### src/core/ptr_pkg.sv
package ptr_pkg;

  // Register word offsets (byte addresses on the Avalon-MM slave).
  localparam logic [3:0] REG_ROUTE_CTRL = 4'h0;
  localparam logic [3:0] REG_ADC_MODE0 = 4'h4;
  localparam logic [3:0] REG_ADC_MODE1 = 4'h8;
  localparam logic [3:0] REG_STATUS = 4'hc;

  // Route control field positions.
  localparam int CAP0_EN_BIT = 0;
  localparam int CAP1_EN_BIT = 1;
  localparam int SYNC_EN_BIT = 2;
  localparam int UCLK_EN_LSB = 4;
  localparam int CARR_EN_LSB = 8;
  localparam int S3_GROUP_LSB = 12;
  localparam int DS_SYNC_EN_BIT = 16;
  localparam logic [31:0] ROUTE_RESET = 32'h0000_1000;

  // ADC mode field positions.
  localparam int SCAN_EN_BIT = 0;
  localparam int CHSEL_LSB = 0;
  localparam int SCANLEN_LSB = 4;
  localparam logic [3:0] LAST_CHANNEL = 4'h3;
  localparam logic [1:0] SCANLEN_RESERVED = 2'h3;

  // Pin group choice for serial channel 3.
  localparam logic [1:0] S3_GROUP_A = 2'h1;
  localparam logic [1:0] S3_GROUP_B = 2'h2;

  typedef enum logic [1:0] {
    ADC_IDLE = 2'b00,
    ADC_CONV = 2'b01,
    ADC_NEXT = 2'b10
  } ptr_adc_state_t;

  typedef struct packed {
    logic [6:0] timerOut;
    logic eventStart0;
    logic dsStart0;
  } ptr_src_t;

  typedef struct packed {
    logic [1:0] captureTrig;
    logic eventSyncStart;
    logic [3:0] uartClk;
    logic [2:0] carrier;
    logic [1:0] dsSlaveStart;
  } ptr_dst_t;

endpackage

### src/core/ptr_router.sv
`timescale 1ns/100ps
module ptr_router (
  input wire logic ref_clk,
  input wire logic rst,
  input wire logic clkEn,
  input wire logic [3:0] avsAddress,
  input wire logic avsRead,
  input wire logic avsWrite,
  input wire logic [31:0] avsWriteData,
  input wire logic [3:0] avsByteEnable,
  output logic [31:0] avsReadData,
  output logic avsWaitRequest,
  output logic [1:0] avsResponse,
  input wire ptr_pkg::ptr_src_t src,
  output ptr_pkg::ptr_dst_t dst,
  output logic [6:0] timerPinOut,
  output logic [6:0] timerMatchIrqEn,
  output logic s3GroupAEn,
  output logic s3GroupBEn,
  output logic s3GroupError,
  output logic [1:0] adcMuxSel,
  output logic adcConvStart,
  input wire logic adcConvDone,
  output logic adcBusy,
  output logic adcSettingError
);

  logic [31:0] route_q;
  logic [31:0] mode0_q;
  logic [31:0] mode1_q;
  logic ack_q;
  logic [31:0] rdata_q;
  logic [1:0] resp_q;
  logic [1:0] capTrig_q;
  logic syncStart_q;
  logic [3:0] uartClk_q;
  logic [2:0] carrier_q;
  logic [1:0] dsSlave_q;
  ptr_pkg::ptr_dst_t dst_d;
  ptr_pkg::ptr_adc_state_t adcState_q;
  logic [1:0] adcCh_q;
  logic startReq_q;
  logic startPulse_q;
  logic [1:0] timerGate;
  logic [3:0] chField;
  logic [1:0] scanLen;
  logic scanOn;
  logic access;
  logic mapped;
  logic [31:0] statusWord;

  function automatic logic [31:0] merge_bytes(
    input logic [31:0] oldVal,
    input logic [31:0] newVal,
    input logic [3:0] be
  );
    logic [31:0] res;
    res = oldVal;
    for (int i = 0; i < 4; i++) begin
      if (be[i]) begin
        res[i*8 +: 8] = newVal[i*8 +: 8];
      end
    end
    return res;
  endfunction

  function automatic logic is_mapped(input logic [3:0] addr);
    return addr == ptr_pkg::REG_ROUTE_CTRL || addr == ptr_pkg::REG_ADC_MODE0
      || addr == ptr_pkg::REG_ADC_MODE1 || addr == ptr_pkg::REG_STATUS;
  endfunction

  assign access = (avsRead || avsWrite) && clkEn;
  assign mapped = is_mapped(avsAddress);
  // One wait cycle per access: the answer stands at the edge after ack.
  assign avsWaitRequest = !ack_q;
  assign avsReadData = rdata_q;
  assign avsResponse = resp_q;

  assign chField = mode1_q[ptr_pkg::CHSEL_LSB +: 4];
  assign scanLen = mode1_q[ptr_pkg::SCANLEN_LSB +: 2];
  assign scanOn = mode0_q[ptr_pkg::SCAN_EN_BIT];

  // The device cannot stop software writing unusable codes, so it flags them.
  assign adcSettingError = (chField > ptr_pkg::LAST_CHANNEL)
    || (scanOn && scanLen == ptr_pkg::SCANLEN_RESERVED);

  assign s3GroupAEn = route_q[ptr_pkg::S3_GROUP_LSB +: 2]
    == ptr_pkg::S3_GROUP_A;
  assign s3GroupBEn = route_q[ptr_pkg::S3_GROUP_LSB +: 2]
    == ptr_pkg::S3_GROUP_B;
  assign s3GroupError = !(s3GroupAEn || s3GroupBEn);

  assign statusWord = {26'h0, adcSettingError, s3GroupError, adcCh_q,
    adcState_q};

  always_ff @(posedge ref_clk) begin
    if (rst) begin
      ack_q <= 1'b0;
      rdata_q <= 32'h0;
      resp_q <= 2'h0;
    end else if (clkEn) begin
      ack_q <= access && !ack_q;
      if (access && !ack_q) begin
        resp_q <= mapped ? 2'h0 : 2'h2;
        case (avsAddress)
          ptr_pkg::REG_ROUTE_CTRL: rdata_q <= route_q;
          ptr_pkg::REG_ADC_MODE0: rdata_q <= mode0_q;
          ptr_pkg::REG_ADC_MODE1: rdata_q <= mode1_q;
          ptr_pkg::REG_STATUS: rdata_q <= statusWord;
          default: rdata_q <= 32'h0;
        endcase
      end
    end
  end

  always_ff @(posedge ref_clk) begin
    if (rst) begin
      route_q <= ptr_pkg::ROUTE_RESET;
      mode0_q <= 32'h0;
      mode1_q <= 32'h0;
    end else if (clkEn && avsWrite && ack_q) begin
      case (avsAddress)
        ptr_pkg::REG_ROUTE_CTRL: begin
          route_q <= merge_bytes(route_q, avsWriteData, avsByteEnable);
        end
        ptr_pkg::REG_ADC_MODE0: begin
          mode0_q <= merge_bytes(mode0_q, avsWriteData, avsByteEnable);
        end
        ptr_pkg::REG_ADC_MODE1: begin
          mode1_q <= merge_bytes(mode1_q, avsWriteData, avsByteEnable);
        end
        default: begin
        end
      endcase
    end
  end

  // A write with bit 1 of mode register 0 requests one conversion run.
  always_ff @(posedge ref_clk) begin
    if (rst) begin
      startReq_q <= 1'b0;
    end else if (clkEn) begin
      startReq_q <= avsWrite && ack_q && avsByteEnable[0]
        && avsAddress == ptr_pkg::REG_ADC_MODE0 && avsWriteData[1];
    end
  end

  // Every route is an AND of its enable and its source, so a disabled
  // route can never leak a stray edge into the receiving block.
  function automatic logic gate_route(input logic en, input logic sig);
    return en && sig;
  endfunction

  always_comb begin
    timerGate = {src.timerOut[1], src.timerOut[0]};
    dst_d = '0;
    dst_d.captureTrig[0] = gate_route(route_q[ptr_pkg::CAP0_EN_BIT],
      src.timerOut[3]);
    dst_d.captureTrig[1] = gate_route(route_q[ptr_pkg::CAP1_EN_BIT],
      src.timerOut[6]);
    dst_d.eventSyncStart = gate_route(route_q[ptr_pkg::SYNC_EN_BIT],
      src.eventStart0);
    dst_d.uartClk[0] = gate_route(route_q[ptr_pkg::UCLK_EN_LSB],
      timerGate[0]);
    dst_d.uartClk[1] = gate_route(route_q[ptr_pkg::UCLK_EN_LSB + 1],
      timerGate[0]);
    dst_d.uartClk[2] = gate_route(route_q[ptr_pkg::UCLK_EN_LSB + 2],
      timerGate[1]);
    dst_d.uartClk[3] = gate_route(route_q[ptr_pkg::UCLK_EN_LSB + 3],
      timerGate[1]);
    dst_d.carrier[0] = gate_route(route_q[ptr_pkg::CARR_EN_LSB],
      src.timerOut[4]);
    dst_d.carrier[1] = gate_route(route_q[ptr_pkg::CARR_EN_LSB + 1],
      src.timerOut[4]);
    dst_d.carrier[2] = gate_route(route_q[ptr_pkg::CARR_EN_LSB + 2],
      src.timerOut[4]);
    dst_d.dsSlaveStart[0] = gate_route(route_q[ptr_pkg::DS_SYNC_EN_BIT],
      src.dsStart0);
    dst_d.dsSlaveStart[1] = gate_route(route_q[ptr_pkg::DS_SYNC_EN_BIT],
      src.dsStart0);
  end

  // One register per destination group; each is the single stage of
  // latency that a route adds.
  always_ff @(posedge ref_clk) begin
    if (rst) begin
      capTrig_q <= 2'h0;
    end else if (clkEn) begin
      capTrig_q <= dst_d.captureTrig;
    end
  end

  always_ff @(posedge ref_clk) begin
    if (rst) begin
      syncStart_q <= 1'b0;
    end else if (clkEn) begin
      syncStart_q <= dst_d.eventSyncStart;
    end
  end

  always_ff @(posedge ref_clk) begin
    if (rst) begin
      uartClk_q <= 4'h0;
    end else if (clkEn) begin
      uartClk_q <= dst_d.uartClk;
    end
  end

  always_ff @(posedge ref_clk) begin
    if (rst) begin
      carrier_q <= 3'h0;
    end else if (clkEn) begin
      carrier_q <= dst_d.carrier;
    end
  end

  always_ff @(posedge ref_clk) begin
    if (rst) begin
      dsSlave_q <= 2'h0;
    end else if (clkEn) begin
      dsSlave_q <= dst_d.dsSlaveStart;
    end
  end

  // Event timer 1 follows the start of event timer 0 through one fixed
  // register stage, so both run in lockstep once the route is on.
  assign dst = {capTrig_q, syncStart_q, uartClk_q, carrier_q,
    dsSlave_q};

  // Timer 4 has no pin and no match interrupt; the others pass straight on.
  assign timerPinOut = src.timerOut & 7'h6f;
  assign timerMatchIrqEn = 7'h6f;

  always_ff @(posedge ref_clk) begin
    if (rst) begin
      adcState_q <= ptr_pkg::ADC_IDLE;
      adcCh_q <= 2'h0;
      startPulse_q <= 1'b0;
    end else if (clkEn) begin
      startPulse_q <= 1'b0;
      case (adcState_q)
        ptr_pkg::ADC_IDLE: begin
          if (startReq_q && !adcSettingError) begin
            // Fixed mode takes the field; scan begins at channel 0.
            adcCh_q <= scanOn ? 2'h0 : chField[1:0];
            startPulse_q <= 1'b1;
            adcState_q <= ptr_pkg::ADC_CONV;
          end
        end
        ptr_pkg::ADC_CONV: begin
          if (adcConvDone) begin
            adcState_q <= ptr_pkg::ADC_NEXT;
          end
        end
        ptr_pkg::ADC_NEXT: begin
          // Scan length does not change the range: the field sets the end.
          if (scanOn && adcCh_q != chField[1:0]) begin
            adcCh_q <= adcCh_q + 2'h1;
            startPulse_q <= 1'b1;
            adcState_q <= ptr_pkg::ADC_CONV;
          end else begin
            adcState_q <= ptr_pkg::ADC_IDLE;
          end
        end
        default: adcState_q <= ptr_pkg::ADC_IDLE;
      endcase
    end
  end

  // Mux codes: 0 pin 0, 1 pin 1, 2 temperature sensor, 3 bandgap.
  assign adcMuxSel = adcCh_q;
  assign adcConvStart = startPulse_q;
  assign adcBusy = adcState_q != ptr_pkg::ADC_IDLE;

endmodule

### config.mk
export PLATFORM = sky130hd
export DESIGN_NAME = ptr_router
export DESIGN_NICKNAME = d
export VERILOG_FILES = /design/src/core/ptr_pkg.sv /design/src/core/ptr_router.sv
export SDC_FILE = /design/constraint.sdc
export NUM_CORES = 1
export LEC_CHECK = 0
export BUFFER_PORTS_ARGS = -buffer_cell sky130_fd_sc_hd__buf_4
export CAP_MARGIN = 15
export CORE_ASPECT_RATIO = 1.4
export CORE_MARGIN = 5
export CORE_UTILIZATION = 29
export CTS_CLUSTER_SIZE = 16
export DETAILED_ROUTE_END_ITERATION = 10
export PLACE_DENSITY = 0.58
export SLEW_MARGIN = 20
export SYNTH_ARGS = -nofsm -noshare
export SYNTH_HDL_FRONTEND = slang
export SYNTH_SLANG_ARGS = --single-unit
### constraint.sdc
create_clock -name ref_clk -period 2.05 [get_ports ref_clk]
set_clock_uncertainty 0.1 [all_clocks]
set_input_delay 0.1025 -clock ref_clk [delete_from_list [all_inputs] [get_ports ref_clk]]
set_output_delay 0.1025 -clock ref_clk [all_outputs]
set_load 0.005 [all_outputs]
Yosys cells after proc, flatten, opt, wreduce, memory -nomap -nowiden:

Index checks and enable logic that the tools add are counted.

* add/subtract/negate cells: 1
* multipliers: 0
* div/mod/pow operators: 0
* order comparisons: 1
* equal/unequal tests: 12
* shift operators: 0
* muxes and demuxes: 13
* bitwise gates (word level): 0
* reductions and logical operators: 50

Operators by type and width (count)
* case mux 32 bit (4 select lines): 1
* AND reduction 3 bit: 13
* logical AND 1 bit: 22
* two-way mux 2 bit: 6
* == test 4 bit, second input constant: 2
* == test 2 bit, second input constant: 3
* logical OR 1 bit: 6
* inequality test 2 bit, second input constant: 3
* case mux 2 bit (3 select lines): 1
* == test 2 x 1 -> 1 bit, second input constant: 2
* == test 4 x 3 -> 1 bit, second input constant: 1
* greater-than comparator 4 x 2 -> 1 bit, second input constant: 1
* logical NOT 4 bit: 1
* case mux 2 bit (2 select lines): 1
* AND reduction 4 bit: 1
* nonzero test 2 bit: 2
* logical NOT 1 bit: 3
* two-way mux 1 bit: 3
* adder 2 x 1 -> 2 bit, second input constant: 1
* logical NOT 2 bit: 1
* inequality test 2 bit: 1
* case mux 1 bit (2 select lines): 1
* AND reduction 2 bit: 1

* flip-flop bits (word level): 148
* bits in latches: 0
* bits in writable memories: 0
* bits in read-only memories: 0
* bits of input ports: 55
* output and inout bits: 69
* word-level logic and storage cells: 101
* memories: 0

Longest topological paths before layout:

* word-level depth: 7
* gate-level depth with buffers: 6
* mapped depth without buffers: 5

Worst setup path before layout:

Ideal clock, no wire load.

* path type: register -> register
* start point: register ack_q
* end point: register mode1_q[6]
* setup time: 128 ps
* data arrival time: 1331 ps
* data required time: 1822 ps
* setup slack: 491 ps
* stages on the path, launching flop included: 6
* buffers on the path: 1
* clock period less this slack: 1559 ps
* path through: dfxtp_1 -> nand4_1 -> buf_2 -> nor2_4 -> mux2i_1 -> nor2_1

* longest elaborated chain between the ends: 2

Ends and longest elaborated chain
* start: declaration: RTL line ptr_router.sv:31 `logic ack_q;`
* start signal: assignment: RTL line ptr_router.sv:102 `ack_q <= access && !ack_q;`
* logical AND 1 bit: RTL line ptr_router.sv:121 `end else if (clkEn && avsWrite && ack_q) begin`
* AND reduction 3 bit (no source line)
* end signal: assignment: RTL line ptr_router.sv:130 `mode1_q <= merge_bytes(mode1_q, avsWriteData, avsByteEnable);`
* end: declaration: RTL line ptr_router.sv:30 `logic [31:0] mode1_q;`

Every way passes these cells.
A chain may end at the register's enable or synchronous reset.

Worst setup path in the final report:

* start point: register ack_q
* end point: register route_q[12]

* longest elaborated chain between the ends: 2

Ends and longest elaborated chain
* logical AND 1 bit: RTL line ptr_router.sv:121
* AND reduction 3 bit (no source line)
* end signal: assignment: RTL line ptr_router.sv:118 `route_q <= ptr_pkg::ROUTE_RESET;`
* end signal: assignment: RTL line ptr_router.sv:124 `route_q <= merge_bytes(route_q, avsWriteData, avsByteEnable);`
* end: declaration: RTL line ptr_router.sv:28 `logic [31:0] route_q;`

Every way passes these cells.

==> impl_metrics.env <==
export IMPL_place_congestion=0.791
export IMPL_die_h_um=187
export IMPL_numCtsBuffers=17
export IMPL_start_util_pct=29.5
export IMPL_rsz0062_at_grt="false"
export IMPL_drive_above_1_share_pct=26.2
export IMPL_grt_max_degree=87
export IMPL_netlist_area_leader_share_pct=45.5
export IMPL_netlist_top_cell_by_area="dfxtp_1"
export IMPL_ys_seq_elements=147
export IMPL_critPathTopFamily="buffers and inverters"
export IMPL_drtPass1Iterations=6
export IMPL_p_leak_nw=3.19
export IMPL_htreeDepth=4
export IMPL_synth_compound_area_share_pct=17.4
export IMPL_cp_arrival_ps=2190
export IMPL_dr_first_iter_drc_count=238
export IMPL_pwr_share_comb_pct=6.8
export IMPL_coreArea_mm2=0.0219
export IMPL_fin_nets=849
export IMPL_peakVddDrop_uv=570
export IMPL_power_share_clock_pct=47.6
export IMPL_multi_input_comb_area_mm2=0.00323
export IMPL_ant_nets=0
export IMPL_fp_dieW_um=136
export IMPL_final_hold_violation_count=0
export IMPL_setup_viol=0
export IMPL_clock_root_buffer="clkbuf_16"
export IMPL_synth_area_leaders="dfxtp_1, mux2i_1, a22oi_1"
export IMPL_routed_wl_um=18100
export IMPL_via_per_inst=4.76
export IMPL_cp_start_kind="flip-flop"
export IMPL_switching_power_mw=1.52
export IMPL_postCtsSetupBuffers=0
export IMPL_holdCritPathClass="primary input to flip-flop"
export IMPL_detail_route_wl_per_cell_um=16.4
export IMPL_grt_pass1_wl_um=28900
export IMPL_synth_edf_count=0
export IMPL_rows=64
export IMPL_netlist_instances=648
export IMPL_nFillCells=2176
export IMPL_sequentialPowerShare_pct=45.6
export IMPL_cts_tree="done"
export IMPL_path_clk_slew_ps=60
export IMPL_fmax_ghz=0.518
export IMPL_yosysWarnings=0
export IMPL_powerDensity_mw_per_mm2=726
export IMPL_drc_errors=0
export IMPL_dieArea_mm2=0.0254
export IMPL_synth_adder_area_share_pct=0.387
export IMPL_max_stage_delay_ps=560
export IMPL_r2r_start="ack_q"
export IMPL_area_delta_synth_final_pct=33.8
export IMPL_async_reset_ff_share_pct=0
export IMPL_fin_crit_sh_pct=94.2
export IMPL_path_cells="nand4_2 -> buf_4 -> nor2_8 -> nand2_1 -> o211ai_1 -> dlygate4sd3_1"
export IMPL_critPathBufInv=2
export IMPL_whs_endpoint="avsResponse[1]"
export IMPL_design_area_mm2=0.00866
export IMPL_min_delay_start="rst"
export IMPL_crit_fanout=9
export IMPL_p_int_mw=4.77
export IMPL_finalSetupTns_ps=0
export IMPL_dpl_hpwl_um=12700
export IMPL_min_path_cells=3
export IMPL_cts_resized=0
export IMPL_vias=5248
export IMPL_r2r_end="route_q[12]"
export IMPL_reg2reg_slack_ps=120
export IMPL_synth_simple_area_share_pct=16.5
export IMPL_synthMuxAreaShare_pct=14.5
export IMPL_cts_hold_buf=45
export IMPL_cp_end_kind="flip-flop"
export IMPL_insertion_delay_ps=420
export IMPL_worstPathRequired_ps=2310
export IMPL_worst_setup_path_type="flip-flop to flip-flop"
export IMPL_register_area_mm2=0.00294
export IMPL_avgSynthCellArea_um2=9.99
export IMPL_insertedDiodeCount=0
export IMPL_hold_ws_ps=14.0
export IMPL_synth_ff_type="dfxtp_1"
export IMPL_synth_top_family_by_area="compound AO/OA/AOI/OAI gates"
export IMPL_maxCapViolCount=0
export IMPL_num_io_pins=124
export IMPL_port_buffers=110
export IMPL_switching_share_pct=24.2
export IMPL_cp_slowest_cell="dlygate4sd3_1"
export IMPL_antenna_found_initial=0
export IMPL_place_area_mm2=0.00764
export IMPL_clkSinkCount=147
export IMPL_synth_area_mm2=0.00647
export IMPL_r2r_cells=6
export IMPL_synth_xor_area_share_pct=0.271
export IMPL_synth_seq_area_share_pct=45.5
export IMPL_overflow=0
export IMPL_grt_usage_pct=14.5
export IMPL_cts_buffer_depth=2
export IMPL_first_global_vias=5173
export IMPL_synth_distinct_cells=42
export IMPL_drv_slew=0
export IMPL_finalCriticalPeriod_ps=1930
export IMPL_status="finished clean"
[cell usage after synthesis (2+ instances only)]
master,instances
mux2_2,7
o21ai_0,11
dfxtp_1,147
nor2_1,89
a311o_1,2
a22oi_1,62
mux2i_1,86
inv_1,5
or4b_1,2
nand4_2,3
or2_2,2
clkbuf_1,27
a221oi_1,13
ha_1,2
xnor2_1,2
nand3_1,13
conb_1,2
nor2_8,11
buf_2,9
buf_4,22
nand2b_1,16
nor3_1,2
a221oi_2,18
a21oi_1,27
nor2b_1,3
o211a_1,2
nand2_1,48
[layer usage]
metal / GRT usage, % / routed length [um] / up-vias / part of all wire, %
met3: 3.42 / 952 / 16 / 5.3
li1: - / - / 2611 / -
met1: 17.9 / 7770 / 2500 / 43
met5: 0 / 0 / - / 0
met2: 24.6 / 9150 / 121 / 51
met4: 4.81 / 218 / 0 / 1.2
[logic make-up (layout without fill, tap and decap cells)]
| logic type | after synthesis | after routing |
|---|---|---|
| other | 2 | 9 |
| AOI/OAI and AO/OA | 141 | 141 |
| DFF | 147 | 147 |
| and+or+nand+nor | 196 | 196 |
| buffers and inverters | 65 | 215 |
| muxes | 93 | 93 |
| xor gates and xnor gates | 2 | 2 |
| adders and majority gates | 2 | 2 |
[sequential cells by signal, summed over array words and instances, names as in the netlist, 2 cells and up]
name,cells
avsReadData,32
mode0_q,32
mode1_q,32
route_q,32
uartClk_q,4
carrier_q,3
adcMuxSel,2
adcState_q,2
capTrig_q,2
[layout make-up]
cell class / count / area share [%]
clock buffer: 19 / 5.11
clock inverter: 13 / 1.46
inverter: 5 / 0.217
multi-input combinational: 443 / 37.3
sequential: 147 / 34.0
tap: 297 / 4.29
timing repair buffer: 178 / 17.6
[power groups by stage]
stage	sequential [mW]	clock [mW]	combinational, mW
4_1_cts	2.87	3.07	0.435
6_report	2.87	2.99	0.431
5_1_grt	2.87	3.19	0.463
3_5_place_dp	2.93	0	0.368
3_3_place_gp	2.93	0	0.366
2_1_floorplan	2.93	0	0.176
[worst max path at each step]
stage                        from         endpoint  slack (ps)  cells after the start
floorplan                   ack_q       mode1_q[6]         490                      5
global placement    avsAddress[1]       mode0_q[5]         300                      6
detailed placement          ack_q  avsReadData[31]         270                      5
CTS                         ack_q      route_q[12]         130                      6
global route                ack_q      route_q[12]           8                      6
finish                      ack_q      route_q[12]         120                      6
[tightest hold or removal path: stages]
cell and delay [ps]:
buf_4 100, inv_1 130, o211a_1 150
[layout by cell type, fill, tap and decap left out, types with 2 or more instances in the layout]
cell	count
buf_12	6
nor2b_1	2
clkinvlp_4	4
or2_2	2
a311o_1	2
conb_1	9
a21oi_1	27
mux2_2	7
a221oi_1	13
o211a_1	2
mux2i_1	86
buf_4	127
inv_6	3
nand2b_1	16
xnor2_1	2
clkinv_4	4
clkbuf_16	17
inv_1	5
nor2_1	89
o21ai_0	11
nor2_8	11
ha_1	2
nand2_1	48
nand3_1	13
a221oi_2	18
dlygate4sd3_1	45
nand4_2	3
a22oi_1	62
or4b_1	2
dfxtp_1	147
[metrics by stage]
step / setup WS [ps] / power (mW) / std cells / utilization, %
CTS: 127 / 6.38 / 1102 / 39.5
floorplan: 491 / 3.11 / 655 / -
finish: 119 / 6.29 / 1102 / 39.5
global route: 8.45 / 6.52 / 1102 / 39.5
global placement: 296 / 3.30 / 1025 / 34.8
detailed placement: 270 / 3.30 / 1025 / 34.8
(Power assumes the default switching activity.)
